`config.mk`:
```
export PLATFORM = sky130hd
export DESIGN_NAME = swc_sleep_wake
export DESIGN_NICKNAME = d
export VERILOG_FILES = /design/src/inc/swc_pkg.sv /design/src/core/swc_sleep_wake.sv /design/src/core/swc_osc_startup.sv /design/src/core/swc_watchdog.sv
export SDC_FILE = /design/constraint.sdc
export NUM_CORES = 1
export LEC_CHECK = 0
export BUFFER_PORTS_ARGS = -buffer_cell sky130_fd_sc_hd__clkbuf_2
export CAP_MARGIN = 20
export CORE_MARGIN = 1
export CORE_UTILIZATION = 42
export DETAILED_ROUTE_END_ITERATION = 12
export PLACE_DENSITY = 0.7
export SLEW_MARGIN = 20
export SYNTH_ARGS = -nofsm -noshare
export SYNTH_HDL_FRONTEND = slang
export SYNTH_SLANG_ARGS = --single-unit
```
`constraint.sdc`:
```
create_clock -name clk -period 2.1 [get_ports clk]
set_clock_uncertainty 0.2 [all_clocks]
set_input_delay 0.315 -clock clk [delete_from_list [all_inputs] [get_ports clk]]
set_output_delay 0.315 -clock clk [all_outputs]
set_load 0.01 [all_outputs]
```
`src/inc/swc_pkg.sv`:
```
package swc_pkg;

   // clock and oscillator timing
   localparam int CLK_PERIOD_PS = 25000;
   localparam int OSC_PERIOD_PS = 25000;
   localparam int OST_PERIODS   = 1024;
   localparam int OST_CYCLES    =
      (OST_PERIODS * OSC_PERIOD_PS + CLK_PERIOD_PS - 1) / CLK_PERIOD_PS;

   // watchdog timing defaults
   localparam int WDT_TICK_DIV_DEF   = 40;
   localparam int WDT_BASE_TICKS_DEF = 18000;

   // bus geometry: byte address is four times the register index
   localparam int ADDR_W = 10;
   localparam int DATA_W = 32;
   localparam int PC_W   = 13;

   // register indices
   localparam logic [7:0] IDX_STATUS  = 8'h03;
   localparam logic [7:0] IDX_OPTION  = 8'h81;
   localparam logic [7:0] IDX_CTRL    = 8'h90;
   localparam logic [7:0] IDX_WAKE_EN = 8'h91;
   localparam logic [7:0] IDX_EVENT   = 8'h92;
   localparam logic [7:0] IDX_MASK    = 8'h93;

   // field positions
   localparam int STAT_PD_BIT     = 3;
   localparam int STAT_TO_BIT     = 4;
   localparam int OPT_PSA_BIT     = 3;
   localparam int OPT_RATE_HI     = 2;
   localparam int CTRL_GIE_BIT    = 0;
   localparam int EVT_SLEEP_BIT   = 0;
   localparam int EVT_IRQWAKE_BIT = 1;
   localparam int EVT_WDTWAKE_BIT = 2;
   localparam int EVT_WDTRST_BIT  = 3;
   localparam int EVT_MASTER_CLEAR_PIN_BIT    = 4;
   localparam int EVT_W           = 5;
   localparam int IRQ_SRC_W       = 8;

   // values after reset
   localparam logic [7:0]       OPTION_RST  = 8'hff;
   localparam logic [7:0]       WAKE_EN_RST = 8'h00;
   localparam logic [EVT_W-1:0] EVT_RST     = 5'h00;

   // interrupt vector
   localparam logic [PC_W-1:0] VECTOR_ADDR = 13'h0004;

   typedef enum logic [2:0] {
      ST_RUN    = 3'b000,
      ST_SLEEP  = 3'b001,
      ST_START  = 3'b010,
      ST_RESUME = 3'b011,
      ST_DUMMY1 = 3'b100,
      ST_DUMMY2 = 3'b101
   } swc_state_t;

endpackage

```
`src/core/swc_sleep_wake.sv`:
```
// Function
// sleep instruction enters power-down unless interrupt pending
// entry clears watchdog, power-down flag; sets time-out; oscillator off
// port pins hold drive state while asleep
// wake on master clear, watchdog, enabled interrupt
// master clear resets; other wakes resume execution
// power-down set at power-up; watchdog wake clears time-out
// only clock-independent peripheral interrupts can wake
// entry prefetches next program address
// enabled source wakes regardless of global enable
// global enable picks in-line or vectored resume
// interrupt pending before sleep makes it a no-op
// interrupt during sleep execution completes entry, wakes
// crystal modes wait 1024 oscillator periods on wake
// watchdog timeout resets when awake, wakes when asleep
// vectoring clears global enable, pushes, loads vector
// two dummy cycles before first vector instruction
module swc_sleep_wake
   import swc_pkg::*;
#(
   parameter int WDT_TICK_DIV   = WDT_TICK_DIV_DEF,
   parameter int WDT_BASE_TICKS = WDT_BASE_TICKS_DEF
) (
   // clock and reset
   input  wire logic                  clk,
   input  wire logic                  rst,
   // avalon-mm register slave
   input  wire logic [ADDR_W-1:0]     avs_address,
   input  wire logic                  avs_read,
   input  wire logic                  avs_write,
   input  wire logic [DATA_W-1:0]     avs_writedata,
   input  wire logic [3:0]            avs_byteenable,
   output logic      [DATA_W-1:0]     avs_readdata,
   output logic                       avs_waitrequest,
   // core instruction events
   input  wire logic                  sleepExec,
   input  wire logic                  clrwdtExec,
   input  wire logic                  retfieExec,
   input  wire logic                  instrDone,
   input  wire logic [PC_W-1:0]       pcIn,
   // interrupt flags from sources
   input  wire logic [IRQ_SRC_W-1:0]  irqFlag,
   // core control
   output logic                       coreRun,
   output logic                       coreReset,
   output logic                       pcLoad,
   output logic      [PC_W-1:0]       pcLoadAddr,
   output logic                       stackPush,
   output logic                       prefetchStrobe,
   output logic      [PC_W-1:0]       prefetchAddr,
   // pins and configuration
   input  wire logic                  masterClearPin_n,
   input  wire logic                  watchdogEnableFuse,
   input  wire logic                  crystalOsc,
   output logic                       oscDriverEn,
   // port drive hold
   input  wire logic [7:0]            portOutIn,
   input  wire logic [7:0]            portOeIn_n,
   output logic      [7:0]            portOut,
   output logic      [7:0]            portOe_n,
   // interrupt
   output logic                       irq
);

   function automatic logic hit(input logic [ADDR_W-1:0] a, input logic [7:0] idx);
      hit = (a[ADDR_W-1:2] == idx) && (a[1:0] == 2'b00);
   endfunction

   swc_state_t state;
   swc_state_t next_state;

   // register file
   logic [7:0]       timer_prescale_option;
   logic [IRQ_SRC_W-1:0] wakeEnable;
   logic             global_irq_enable;
   logic             power_down_flag;
   logic             time_out_flag;
   logic [EVT_W-1:0] evtStatus;
   logic [EVT_W-1:0] evtMask;

   // bus handshake
   logic             busAck;
   wire              busReq;
   wire              wrEn;
   wire              hitStatus;
   wire              hitOption;
   wire              hitCtrl;
   wire              hitWake;
   wire              hitEvent;
   wire              hitMask;
   wire  [7:0]       wrByte;
   logic [7:0]       readMux;

   // synchroniser for the reset pin
   logic             mclrMeta_n;
   logic             mclrSync_n;
   logic             mclrPrev;
   wire              mclrActive;

   // wake and sleep decisions
   wire              pendingWake;
   wire              sleepEnter;
   wire              sleepAsNop;
   wire              wdtTimeout;
   wire              wdtWake;
   wire              wdtRunReset;
   wire              irqWake;
   wire              wakeNow;
   wire              wdtClear;
   wire              holdPins;
   wire              vectorStart;
   logic             vecPending;
   wire              ostBusy;
   wire              ostDone;
   wire  [EVT_W-1:0] evtSet;
   wire  [EVT_W-1:0] evtClr;

   // address decode
   assign busReq    = avs_read || avs_write;
   assign hitStatus = hit(avs_address, IDX_STATUS);
   assign hitOption = hit(avs_address, IDX_OPTION);
   assign hitCtrl   = hit(avs_address, IDX_CTRL);
   assign hitWake   = hit(avs_address, IDX_WAKE_EN);
   assign hitEvent  = hit(avs_address, IDX_EVENT);
   assign hitMask   = hit(avs_address, IDX_MASK);
   assign wrEn      = avs_write && busAck && avs_byteenable[0];
   assign wrByte    = avs_writedata[7:0];

   // one wait cycle lets the read mux settle into a flop
   assign avs_waitrequest = busReq && !busAck;

   always_comb begin
      readMux = 8'h00;
      if (hitStatus) begin
         readMux[STAT_PD_BIT] = power_down_flag;
         readMux[STAT_TO_BIT] = time_out_flag;
      end else if (hitOption) begin
         readMux = timer_prescale_option;
      end else if (hitCtrl) begin
         readMux[CTRL_GIE_BIT] = global_irq_enable;
      end else if (hitWake) begin
         readMux = wakeEnable;
      end else if (hitEvent) begin
         readMux[EVT_W-1:0] = evtStatus;
      end else if (hitMask) begin
         readMux[EVT_W-1:0] = evtMask;
      end
   end

   always_ff @(posedge clk) begin
      if (rst) begin
         busAck       <= 1'b0;
         avs_readdata <= 32'h0000_0000;
      end else begin
         busAck <= busReq && !busAck;
         if (avs_read && !busAck) begin
            avs_readdata <= {24'h00_0000, readMux};
         end
      end
   end

   // master clear pin, two flops before any use
   always_ff @(posedge clk) begin
      if (rst) begin
         mclrMeta_n <= 1'b1;
         mclrSync_n <= 1'b1;
         mclrPrev   <= 1'b0;
      end else begin
         mclrMeta_n <= masterClearPin_n;
         mclrSync_n <= mclrMeta_n;
         mclrPrev   <= mclrActive;
      end
   end

   assign mclrActive = !mclrSync_n;

   // only wake-capable sources are wired to irqFlag; clocked peripherals stay off it
   assign pendingWake = |(irqFlag & wakeEnable);
   assign sleepEnter  = (state == ST_RUN) && sleepExec && !pendingWake
                        && !mclrActive;
   assign sleepAsNop  = (state == ST_RUN) && sleepExec && pendingWake;
   assign wdtWake     = (state == ST_SLEEP) && wdtTimeout;
   assign wdtRunReset = (state != ST_SLEEP) && wdtTimeout;
   // an interrupt raised while entering is seen on the first sleep cycle
   assign irqWake     = (state == ST_SLEEP) && pendingWake;
   assign wakeNow     = (wdtWake || irqWake) && !mclrActive;
   assign wdtClear    = sleepEnter || clrwdtExec || mclrActive;
   assign holdPins    = (state == ST_SLEEP) || (state == ST_START);
   assign vectorStart = (state == ST_RESUME) && instrDone && vecPending;

   swc_watchdog #(
      .TICK_DIV   (WDT_TICK_DIV),
      .BASE_TICKS (WDT_BASE_TICKS)
   ) u_watchdog (
      .clk          (clk),
      .rst          (rst),
      .enable       (watchdogEnableFuse),
      .clear        (wdtClear),
      .prescaleOn   (timer_prescale_option[OPT_PSA_BIT]),
      .prescaleRate (timer_prescale_option[OPT_RATE_HI:0]),
      .timeout      (wdtTimeout)
   );

   swc_osc_startup #(
      .CYCLES (OST_CYCLES)
   ) u_startup (
      .clk   (clk),
      .rst   (rst || mclrActive),
      .start (wakeNow && crystalOsc),
      .busy  (ostBusy),
      .done  (ostDone)
   );

   always_comb begin
      next_state = state;
      case (state)
         ST_RUN: begin
            if (sleepEnter) begin
               next_state = ST_SLEEP;
            end
         end
         ST_SLEEP: begin
            if (wakeNow) begin
               next_state = crystalOsc ? ST_START : ST_RESUME;
            end
         end
         ST_START: begin
            if (ostDone) begin
               next_state = ST_RESUME;
            end
         end
         ST_RESUME: begin
            if (instrDone) begin
               next_state = vecPending ? ST_DUMMY1 : ST_RUN;
            end
         end
         ST_DUMMY1: begin
            next_state = ST_DUMMY2;
         end
         ST_DUMMY2: begin
            next_state = ST_RUN;
         end
         default: begin
            next_state = ST_RUN;
         end
      endcase
      if (mclrActive || wdtRunReset) begin
         next_state = ST_RUN;
      end
   end

   always_ff @(posedge clk) begin
      if (rst) begin
         state <= ST_RUN;
      end else begin
         state <= next_state;
      end
   end

   // the vector decision is frozen at wake so a later enable write cannot change it
   always_ff @(posedge clk) begin
      if (rst || mclrActive || next_state == ST_RUN) begin
         vecPending <= 1'b0;
      end else if (irqWake) begin
         vecPending <= global_irq_enable;
      end
   end

   // status flags
   always_ff @(posedge clk) begin
      if (rst) begin
         power_down_flag <= 1'b1;
         time_out_flag   <= 1'b1;
      end else if (sleepEnter) begin
         power_down_flag <= 1'b0;
         time_out_flag   <= 1'b1;
      end else if (wdtWake) begin
         time_out_flag   <= 1'b0;
      end else if (wdtRunReset) begin
         time_out_flag   <= 1'b0;
         power_down_flag <= 1'b1;
      end else if (clrwdtExec) begin
         time_out_flag   <= 1'b1;
         power_down_flag <= 1'b1;
      end
   end

   // software registers
   always_ff @(posedge clk) begin
      if (rst) begin
         timer_prescale_option <= OPTION_RST;
         wakeEnable            <= WAKE_EN_RST;
         evtMask               <= EVT_RST;
      end else if (wrEn) begin
         if (hitOption) begin
            timer_prescale_option <= wrByte;
         end
         if (hitWake) begin
            wakeEnable <= wrByte;
         end
         if (hitMask) begin
            evtMask <= wrByte[EVT_W-1:0];
         end
      end
   end

   // hardware clear on vectoring beats a software set in the same cycle
   always_ff @(posedge clk) begin
      if (rst || mclrActive || wdtRunReset) begin
         global_irq_enable <= 1'b0;
      end else if (vectorStart) begin
         global_irq_enable <= 1'b0;
      end else if (wrEn && hitCtrl) begin
         global_irq_enable <= wrByte[CTRL_GIE_BIT];
      end else if (retfieExec) begin
         global_irq_enable <= 1'b1;
      end
   end

   // sticky events, write one to clear, a new event wins over the clear
   assign evtSet[EVT_SLEEP_BIT]   = sleepEnter;
   assign evtSet[EVT_IRQWAKE_BIT] = irqWake && !mclrActive;
   assign evtSet[EVT_WDTWAKE_BIT] = wdtWake && !mclrActive;
   assign evtSet[EVT_WDTRST_BIT]  = wdtRunReset;
   assign evtSet[EVT_MASTER_CLEAR_PIN_BIT]    = mclrActive && !mclrPrev;
   assign evtClr = (wrEn && hitEvent) ? wrByte[EVT_W-1:0] : EVT_RST;

   always_ff @(posedge clk) begin
      if (rst) begin
         evtStatus <= EVT_RST;
      end else begin
         evtStatus <= (evtStatus & ~evtClr) | evtSet;
      end
   end

   assign irq = |(evtStatus & evtMask);

   // core control
   assign coreRun = ((state == ST_RUN) || (state == ST_RESUME)) && !coreReset;

   always_ff @(posedge clk) begin
      if (rst) begin
         coreReset <= 1'b1;
      end else begin
         coreReset <= mclrActive || wdtRunReset;
      end
   end

   always_ff @(posedge clk) begin
      if (rst) begin
         oscDriverEn <= 1'b1;
      end else if (sleepEnter) begin
         oscDriverEn <= 1'b0;
      end else if (wakeNow || mclrActive) begin
         oscDriverEn <= 1'b1;
      end
   end

   // vector load: pulse on entry to the first dummy cycle
   always_ff @(posedge clk) begin
      if (rst) begin
         pcLoad     <= 1'b0;
         stackPush  <= 1'b0;
         pcLoadAddr <= 13'h0000;
      end else begin
         pcLoad    <= vectorStart && !mclrActive;
         stackPush <= vectorStart && !mclrActive;
         if (vectorStart) begin
            pcLoadAddr <= VECTOR_ADDR;
         end
      end
   end

   always_ff @(posedge clk) begin
      if (rst) begin
         prefetchStrobe <= 1'b0;
         prefetchAddr   <= 13'h0000;
      end else begin
         prefetchStrobe <= sleepEnter;
         if (sleepEnter) begin
            prefetchAddr <= pcIn + 13'h0001;
         end
      end
   end

   // pins keep their drive until execution resumes
   always_ff @(posedge clk) begin
      if (rst) begin
         portOut  <= 8'h00;
         portOe_n <= 8'hff;
      end else if (!holdPins) begin
         portOut  <= portOutIn;
         portOe_n <= portOeIn_n;
      end
   end

endmodule

```
`src/core/swc_osc_startup.sv`:
```
module swc_osc_startup
   import swc_pkg::*;
#(
   parameter int CYCLES = OST_CYCLES
) (
   // clock and reset
   input  wire logic clk,
   input  wire logic rst,
   // control
   input  wire logic start,
   output logic      busy,
   output logic      done
);

   localparam int CW = $clog2(CYCLES + 1);

   logic [CW-1:0] count;

   if (CYCLES < 1) begin : g_chk
      $error("startup delay must be at least one cycle");
   end

   assign done = busy && (count == CW'(CYCLES - 1));

   always_ff @(posedge clk) begin
      if (rst || done) begin
         busy  <= 1'b0;
         count <= '0;
      end else if (start) begin
         busy  <= 1'b1;
         count <= '0;
      end else if (busy) begin
         count <= count + CW'(1);
      end
   end

endmodule

```
`src/core/swc_watchdog.sv`:
```
module swc_watchdog
   import swc_pkg::*;
#(
   parameter int TICK_DIV   = WDT_TICK_DIV_DEF,
   parameter int BASE_TICKS = WDT_BASE_TICKS_DEF
) (
   // clock and reset
   input  wire logic       clk,
   input  wire logic       rst,
   // control
   input  wire logic       enable,
   input  wire logic       clear,
   input  wire logic       prescaleOn,
   input  wire logic [2:0] prescaleRate,
   // event
   output logic            timeout
);

   localparam int DW = $clog2(TICK_DIV + 1);
   localparam int BW = $clog2(BASE_TICKS + 1);

   logic [DW-1:0] divCount;
   logic [BW-1:0] baseCount;
   logic [7:0]    postCount;
   wire           tick;
   wire           baseWrap;
   wire  [7:0]    postTarget;

   if (TICK_DIV < 1 || BASE_TICKS < 2) begin : g_chk
      $error("watchdog divider or period out of range");
   end

   // stands in for the free-running rc clock: one enable pulse per tick
   assign tick       = enable && (divCount == DW'(TICK_DIV - 1));
   assign baseWrap   = tick && (baseCount == BW'(BASE_TICKS - 1));
   assign postTarget = prescaleOn ? ((8'h01 << prescaleRate) - 8'h01) : 8'h00;
   assign timeout    = baseWrap && (postCount == postTarget);

   always_ff @(posedge clk) begin
      if (rst || clear || !enable || tick) begin
         divCount <= '0;
      end else begin
         divCount <= divCount + DW'(1);
      end
   end

   always_ff @(posedge clk) begin
      if (rst || clear || !enable) begin
         baseCount <= '0;
         postCount <= 8'h00;
      end else if (baseWrap) begin
         baseCount <= '0;
         postCount <= timeout ? 8'h00 : postCount + 8'h01;
      end else if (tick) begin
         baseCount <= baseCount + BW'(1);
      end
   end

endmodule

```
* After elaboration in Yosys (flattened, before gate mapping)
Index checks and enable logic that the tools add are counted.
** Cells by class
- Add/subtract/negate cells :: 6
- Eq/ne operators :: 16
- Shift-type cells :: 1
- Muxes and demuxes :: 31
- Bitwise operators :: 5
- Reduce and logical (&&, ||, !) cells :: 69
** Operator list (count)
- equality test 8 bit, second input constant :: 5
- logical AND 1 bit :: 31
- 2-to-1 mux 3 bit :: 9
- 2-to-1 mux 8 bit :: 3
- 2-to-1 mux 5 bit :: 4
- adder 15 x 1 -> 15 bit, second input constant :: 1
- equality test 15 bit, second input constant :: 1
- logical OR 1 bit :: 15
- one-hot mux 3 bit (5 select lines) :: 1
- adder 13 x 1 -> 13 bit, second input constant :: 1
- 2-to-1 mux 1 bit :: 12
- adder 11 x 1 -> 11 bit, second input constant :: 1
- equality test 11 x 10 -> 1 bit, second input constant :: 1
- AND 5 bit :: 2
- adder 8 x 1 -> 8 bit, second input constant :: 1
- AND 8 bit :: 1
- equality test 8 x 2 -> 1 bit, second input constant :: 1
- equality test 8 bit :: 1
- AND reduction 2 bit :: 4
- OR reduction 2 bit :: 4
- OR reduction 8 bit :: 1
- left shift 1 x 3 -> 8 bit, first input constant :: 1
- subtractor 8 x 1 -> 8 bit, second input constant :: 1
- 2-to-1 mux 7 bit :: 1
- 16 further kinds :: 25
** Storage, ports and cells
- Bits in registers :: 120

* Depth between registers and ports, before layout
- Depth after elaboration :: 13
- Mapped depth :: 9
- Mapped depth without buffers :: 7

* Cells and area by module
A second synthesis with hierarchy kept.
** Second synthesis, totals
- Cells, all modules :: 691
- Area, all modules :: 5921.9 µm²
** By module, submodules not included
- swc_sleep_wake :: times used 1, cells an instance 449, area an instance 3822.4 µm², sequential area each 1581.5 µm²
- swc_watchdog :: times used 1, cells an instance 185, area an instance 1560.2 µm², sequential area each 580.6 µm²
- swc_osc_startup :: times used 1, cells an instance 57, area an instance 539.3 µm², sequential area each 240.2 µm²

* Least setup slack after synthesis
OpenSTA, ideal clock, no wires.
- Path kind :: flip-flop to flip-flop
- From :: register u_watchdog.divCount[0]
- To :: register u_startup.count[2]
- Data arrival time :: 1940 ps
- Setup slack :: -164 ps
- Stages on the path, launching flop included :: 10
- Buffers on the path :: 2
- Path through :: dfxtp_1 -> ha_1 -> nand2_1 -> or2_0 -> buf_6 -> nor3_4 -> a31oi_4 -> o31ai_4 -> buf_6 -> nor3_2
** Between the ends
- Word-level cells in the longest chain between the ends :: 9
** Ends and longest elaborated chain
- start, declared :: RTL line swc_watchdog.sv:22 : logic [DW-1:0] divCount;
- start signal, assigned :: RTL line swc_watchdog.sv:43 : divCount <= divCount + DW'(1);
- equality test 6 bit :: RTL line swc_watchdog.sv:34 : assign tick = enable && (divCount == DW'(TICK_DIV - 1));
- logical AND 1 bit :: RTL line swc_watchdog.sv:34
- logical AND 1 bit :: RTL line swc_watchdog.sv:35 : assign baseWrap = tick && (baseCount == BW'(BASE_TICKS - 1));
- logical AND 1 bit :: RTL line swc_watchdog.sv:37 : assign timeout = baseWrap && (postCount == postTarget);
- logical AND 1 bit :: RTL line swc_sleep_wake.sv:182 : assign wdtWake = (state == ST_SLEEP) && wdtTimeout;
- logical OR 1 bit :: RTL line swc_sleep_wake.sv:186 : assign wakeNow = (wdtWake || irqWake) && !mclrActive;
- logical AND 1 bit :: RTL line swc_sleep_wake.sv:186
- logical AND 1 bit :: RTL line swc_sleep_wake.sv:209 : .start (wakeNow && crystalOsc),
- OR reduction 2 bit (no line)
- end signal, assigned :: RTL line swc_osc_startup.sv:33 : count <= count + CW'(1);
- end, declared :: RTL line swc_osc_startup.sv:17 : logic [CW-1:0] count;
No other way between the ends.
A chain may end at the register's enable or synchronous reset.

* Worst setup path after layout
- From :: register timer_prescale_option[1]
- To :: register oscDriverEn
** Between the ends
- Word-level cells in the longest chain between the ends :: 10
** Ends and longest elaborated chain
- start, declared :: RTL line swc_sleep_wake.sv:73 : logic [7:0] timer_prescale_option;
- start signal, assigned :: RTL line swc_sleep_wake.sv:296 : timer_prescale_option <= wrByte;
- left shift 1 x 3 -> 8 bit :: RTL line swc_watchdog.sv:36 : assign postTarget = prescaleOn ? ((8'h01 << prescaleRate) - 8'h01) : 8'h00;
- subtractor 8 x 1 -> 8 bit :: RTL line swc_watchdog.sv:36
- 2-to-1 mux 8 bit :: RTL line swc_watchdog.sv:36
- equality test 8 bit :: RTL line swc_watchdog.sv:37
- logical AND 1 bit :: RTL line swc_watchdog.sv:37
- logical AND 1 bit :: RTL line swc_sleep_wake.sv:182
- logical OR 1 bit :: RTL line swc_sleep_wake.sv:186
- logical AND 1 bit :: RTL line swc_sleep_wake.sv:186
- logical OR 1 bit :: RTL line swc_sleep_wake.sv:354 : end else if (wakeNow || mclrActive) begin
- nonzero test 2 bit (no line)
- end signal, assigned :: RTL line swc_sleep_wake.sv:351 : oscDriverEn <= 1'b1;
- end signal, assigned :: RTL line swc_sleep_wake.sv:353 : oscDriverEn <= 1'b0;
- end signal, assigned :: RTL line swc_sleep_wake.sv:355 : oscDriverEn <= 1'b1;
- end, declared :: RTL line swc_sleep_wake.sv:55 : output logic oscDriverEn,
No other way between the ends.

==> impl_metrics.yaml <==
status:
  status: "finished with violations"
  violations: "negative setup slack"
timing:
  fin_ws_ns: -0.1178
  setup_viol: 17
  fin_crit_sh_pct: 105.6
  max_freq_ghz: 0.4509
  report.final.slew_viol_count: 0
  tightestPinTransition_ns: 0.7387
  rsz0062_at_grt: "yes"
  finalCriticalPeriod_ns: 2.218
  holdWs_ns: 0.01531
  slew_headroom_pct: 50.75
  finalHoldViolCount: 0
routing:
  wl_met3_um: 598
  drtAntennaViolNets: 0
  routedWlPerCell_um: 13.59
  vias: 5290
  routed-wl-met2_um: 7194
  dr.pass1.iters: 5
  drc: 0
  drt-met1-wl_um: 6254
  drt_wl_total_um: 14420
  initialDrtViolationCount: 300
  dr.max_layer_used: "met4"
  vias_per_cell: 4.986
layout:
  fin_cells: 1061
  diodes: 0
  final.fill_count: 1183
  final_nets: 972
  drive_gt1_share_pct: 31.86
  syn_to_final_growth_pct: 36.16
logic_synthesis:
  synthTopCellsByArea: "dfxtp_1 41%, nor2_1 6.2%, nand2_1 5.1%, buf_4 4.8%, xnor2_1 3.6%"
  syn_avg_cell_area_sq_um: 8.736
  async_flop_share_pct: 0
  syn_inst: 667
  synthDistinctLibCells: 68
  ys.flop_type: "dfxtp_1"
  synth_top_cell_by_area: "dfxtp_1"
  synth-warning-count: 0
  ys_seq_area_share_pct: 41.23
  netlist_area_sq_um: 5827
  synth-seq-cells: 120
  synth_edf_count: 0
  yosysTopAreaCellShare_pct: 41.23
power_and_ir_drop:
  p_int_mw: 4.282
  switching_share_pct: 24.04
  pwr-share-clk_pct: 47.7
  p_leak_nw: 3.310
  powerDensity_nw_per_um2: 710.5
  p_sw_mw: 1.355
  comb_power_share_pct: 9.9
  power_frac_seq_pct: 42.4
  vdd_ir_drop_max_uv: 455.4
critical_path:
  cp.arrival_ns: 2.31
  crit_buf_inv: 1
  crit_end: "oscDriverEn"
  crit_path_start: "timer_prescale_option[1]"
  slowest_stage: "or4b_4"
  rr_startpoint: "timer_prescale_option[1]"
  r2r_end: "oscDriverEn"
  r2r_slack_ns: -0.12
  start_kind: "flop"
  cp_num_cells: 7
  path_cells: "or4b_4 > o2111ai_4 > a22oi_4 > a31oi_4 > buf_6 > nor2_2 > o32a_1"
  path_delay_family: "compound AO/OA/AOI/OAI gates"
  rr_worst_depth: 7
  worstPathRequired_ns: 2.20
  slowest_delay_ns: 0.54
  crit_path_max_fanout: 5
  endpoint_kind: "flop"
  crit_type: "reg -> reg"
cts:
  clk_pin_slew_ns: 0.05
  cts_tree: "yes"
  cts_max_level: 4
  clk_latency_ns: 0.41
  clk_path_buf_depth: 2
  cts_root_buf: "clkbuf_16"
  cts_made_buffers: 17
  clkSinkCount: 120
floorplan:
  io_pins: 176
  die_x_um: 119.8
  dieHeight_um: 119.8
  num_rows: 42
  fp.coreArea_sq_um: 13400
  die_area_sq_um: 14350
  start_util_pct: 43.48
placed_design:
  placed_cells: 995
  gp_congestion: 0.8395
  dp_hpwl_um: 9871
  portBuffers: 112
grt:
  grt_use_total_pct: 20.64
  grt_max_degree: 73
  grt_pass1_wl_um: 23430
  globalRouteOverflowTotal: 0
  grt_antenna_before_repair: 0
  grt_pass1_vias: 4992
run:
  max_cap_violations: 0
hold_path:
  hp-class: "in -> reg"
==> power by group through the flow <==
stage | Combinational (mW) | Sequential (mW) | Clock [mW]
finish | 0.557 | 2.39 | 2.69
global route | 0.614 | 2.40 | 2.84
CTS | 0.547 | 2.39 | 2.74
detailed placement | 0.506 | 2.44 | 0
global placement | 0.504 | 2.44 | 0
floorplan | 0.304 | 2.46 | 0
==> flip-flops by register name, summed over array words and instances, names as in the netlist, 3 cells and up <==
register	flops
avs_readdata	8
evtMask	5
evtStatus	5
portOe_n	8
portOut	8
prefetchAddr	13
state	3
timer_prescale_option	8
u_startup.count	11
u_watchdog.baseCount	15
u_watchdog.divCount	6
u_watchdog.postCount	8
wakeEnable	8
==> how the worst min path moves through the flow <==
| stage | start | to | slack, ns | cells past startpoint |
|---|---|---|---|---|
| 2_1_floorplan | mclrMeta_n | mclrSync_n | 0.19 | 1 |
| 3_3_place_gp | portOut[1] | portOut[1] | 0.24 | 2 |
| 3_5_place_dp | portOut[7] | portOut[7] | 0.25 | 2 |
| 4_1_cts | avs_writedata[4] | timer_prescale_option[4] | 0.007 | 2 |
| 5_1_grt | avs_writedata[4] | timer_prescale_option[4] | 0.01 | 2 |
| 6_report | avs_write | busAck | 0.02 | 3 |
==> cells by family after synthesis <==
| family | synth area share [%] |
|---|---|
| compound gates | 12.24 |
| other cells | 0.06436 |
| mux | 3.715 |
| fa+ha+maj | 1.074 |
| flops | 41.23 |
| simple gates | 27.12 |
| buf+inv | 7.945 |
| xor+xnor | 6.614 |
==> timing repair <==
action | 4_1_cts | 5_1_grt
gates resized for setup | 22 | 20
gates cloned | 0 | 0
pin swaps | 10 | 13
setup endpoints to repair | 44 | 52
setup buffers | 5 | 8
hold buffers | 23 | 0
hold endpoints to repair | 26 | 0
==> cells in the mapped netlist, drive strengths merged, types with 13 or more instances <==
| cell | n |
|---|---|
| dfxtp | 120 |
| nor2 | 105 |
| nand2 | 79 |
| buf | 51 |
| xnor2 | 24 |
| a21oi | 23 |
| nand3 | 21 |
| xor2 | 20 |
| clkbuf | 17 |
| nor3 | 17 |
| mux2i | 16 |
| a211oi | 15 |
| nor2b | 13 |
==> stage by stage <==
stage	worst slack, ns	total power, mW	setup TNS (ns)	utilization, %	cell area (sq um)
after global routing	-0.1714	5.856	-2.984	59.21	7934
after CTS	-0.1228	5.674	-1.033	58.17	7795
final	-0.1178	5.637	-1.339	59.21	7934
after detailed placement	-0.2086	2.945	-6.209	51.46	6895
after floorplan	-0.09810	2.768	-0.8638	-	5967
after global placement	-0.1462	2.941	-2.891	51.46	6895
==> cell usage in the layout (no fill, tap or decap), types with 17 or more instances in the layout <==
| master | instances |
|---|---|
| buf_4 | 75 |
| clkbuf_2 | 112 |
| conb_1 | 36 |
| clkbuf_16 | 17 |
| dfxtp_1 | 114 |
| nand3_1 | 19 |
| a21oi_1 | 23 |
| nor2_1 | 94 |
| nand2_1 | 77 |
| xnor2_1 | 24 |
| xor2_1 | 20 |
| dlygate4sd3_1 | 23 |
==> layer usage <==
| layer | vias to the layer above | global-route usage (%) |
|---|---|---|
| met3 | 27 | 5.894 |
| met1 | 2493 | 24.80 |
| met5 | - | 0 |
| met2 | 124 | 34.28 |
| li1 | 2646 | - |
| met4 | 0 | 8.828 |
==> final cells by class <==
cell class / count / area [sq um] / area share, %
timing repair buffer: 220 / 1478 / 18.62
sequential: 120 / 2415 / 30.44
clock buffer: 22 / 474.2 / 5.977
inverter: 10 / 37.54 / 0.4731
multi-input combinational: 504 / 3234 / 40.77
tap: 176 / 220.2 / 2.776
clock inverter: 9 / 75.07 / 0.9462
==> worst reg2reg max path: stages, from the launching register on <==
cell	delay, ns
dfxtp_4	0.35
or4b_4	0.54
o2111ai_4	0.09
a22oi_4	0.13
a31oi_4	0.28
buf_6	0.14
nor2_2	0.03
o32a_1	0.34
No activity file was read; power rests on OpenSTA's default activity.
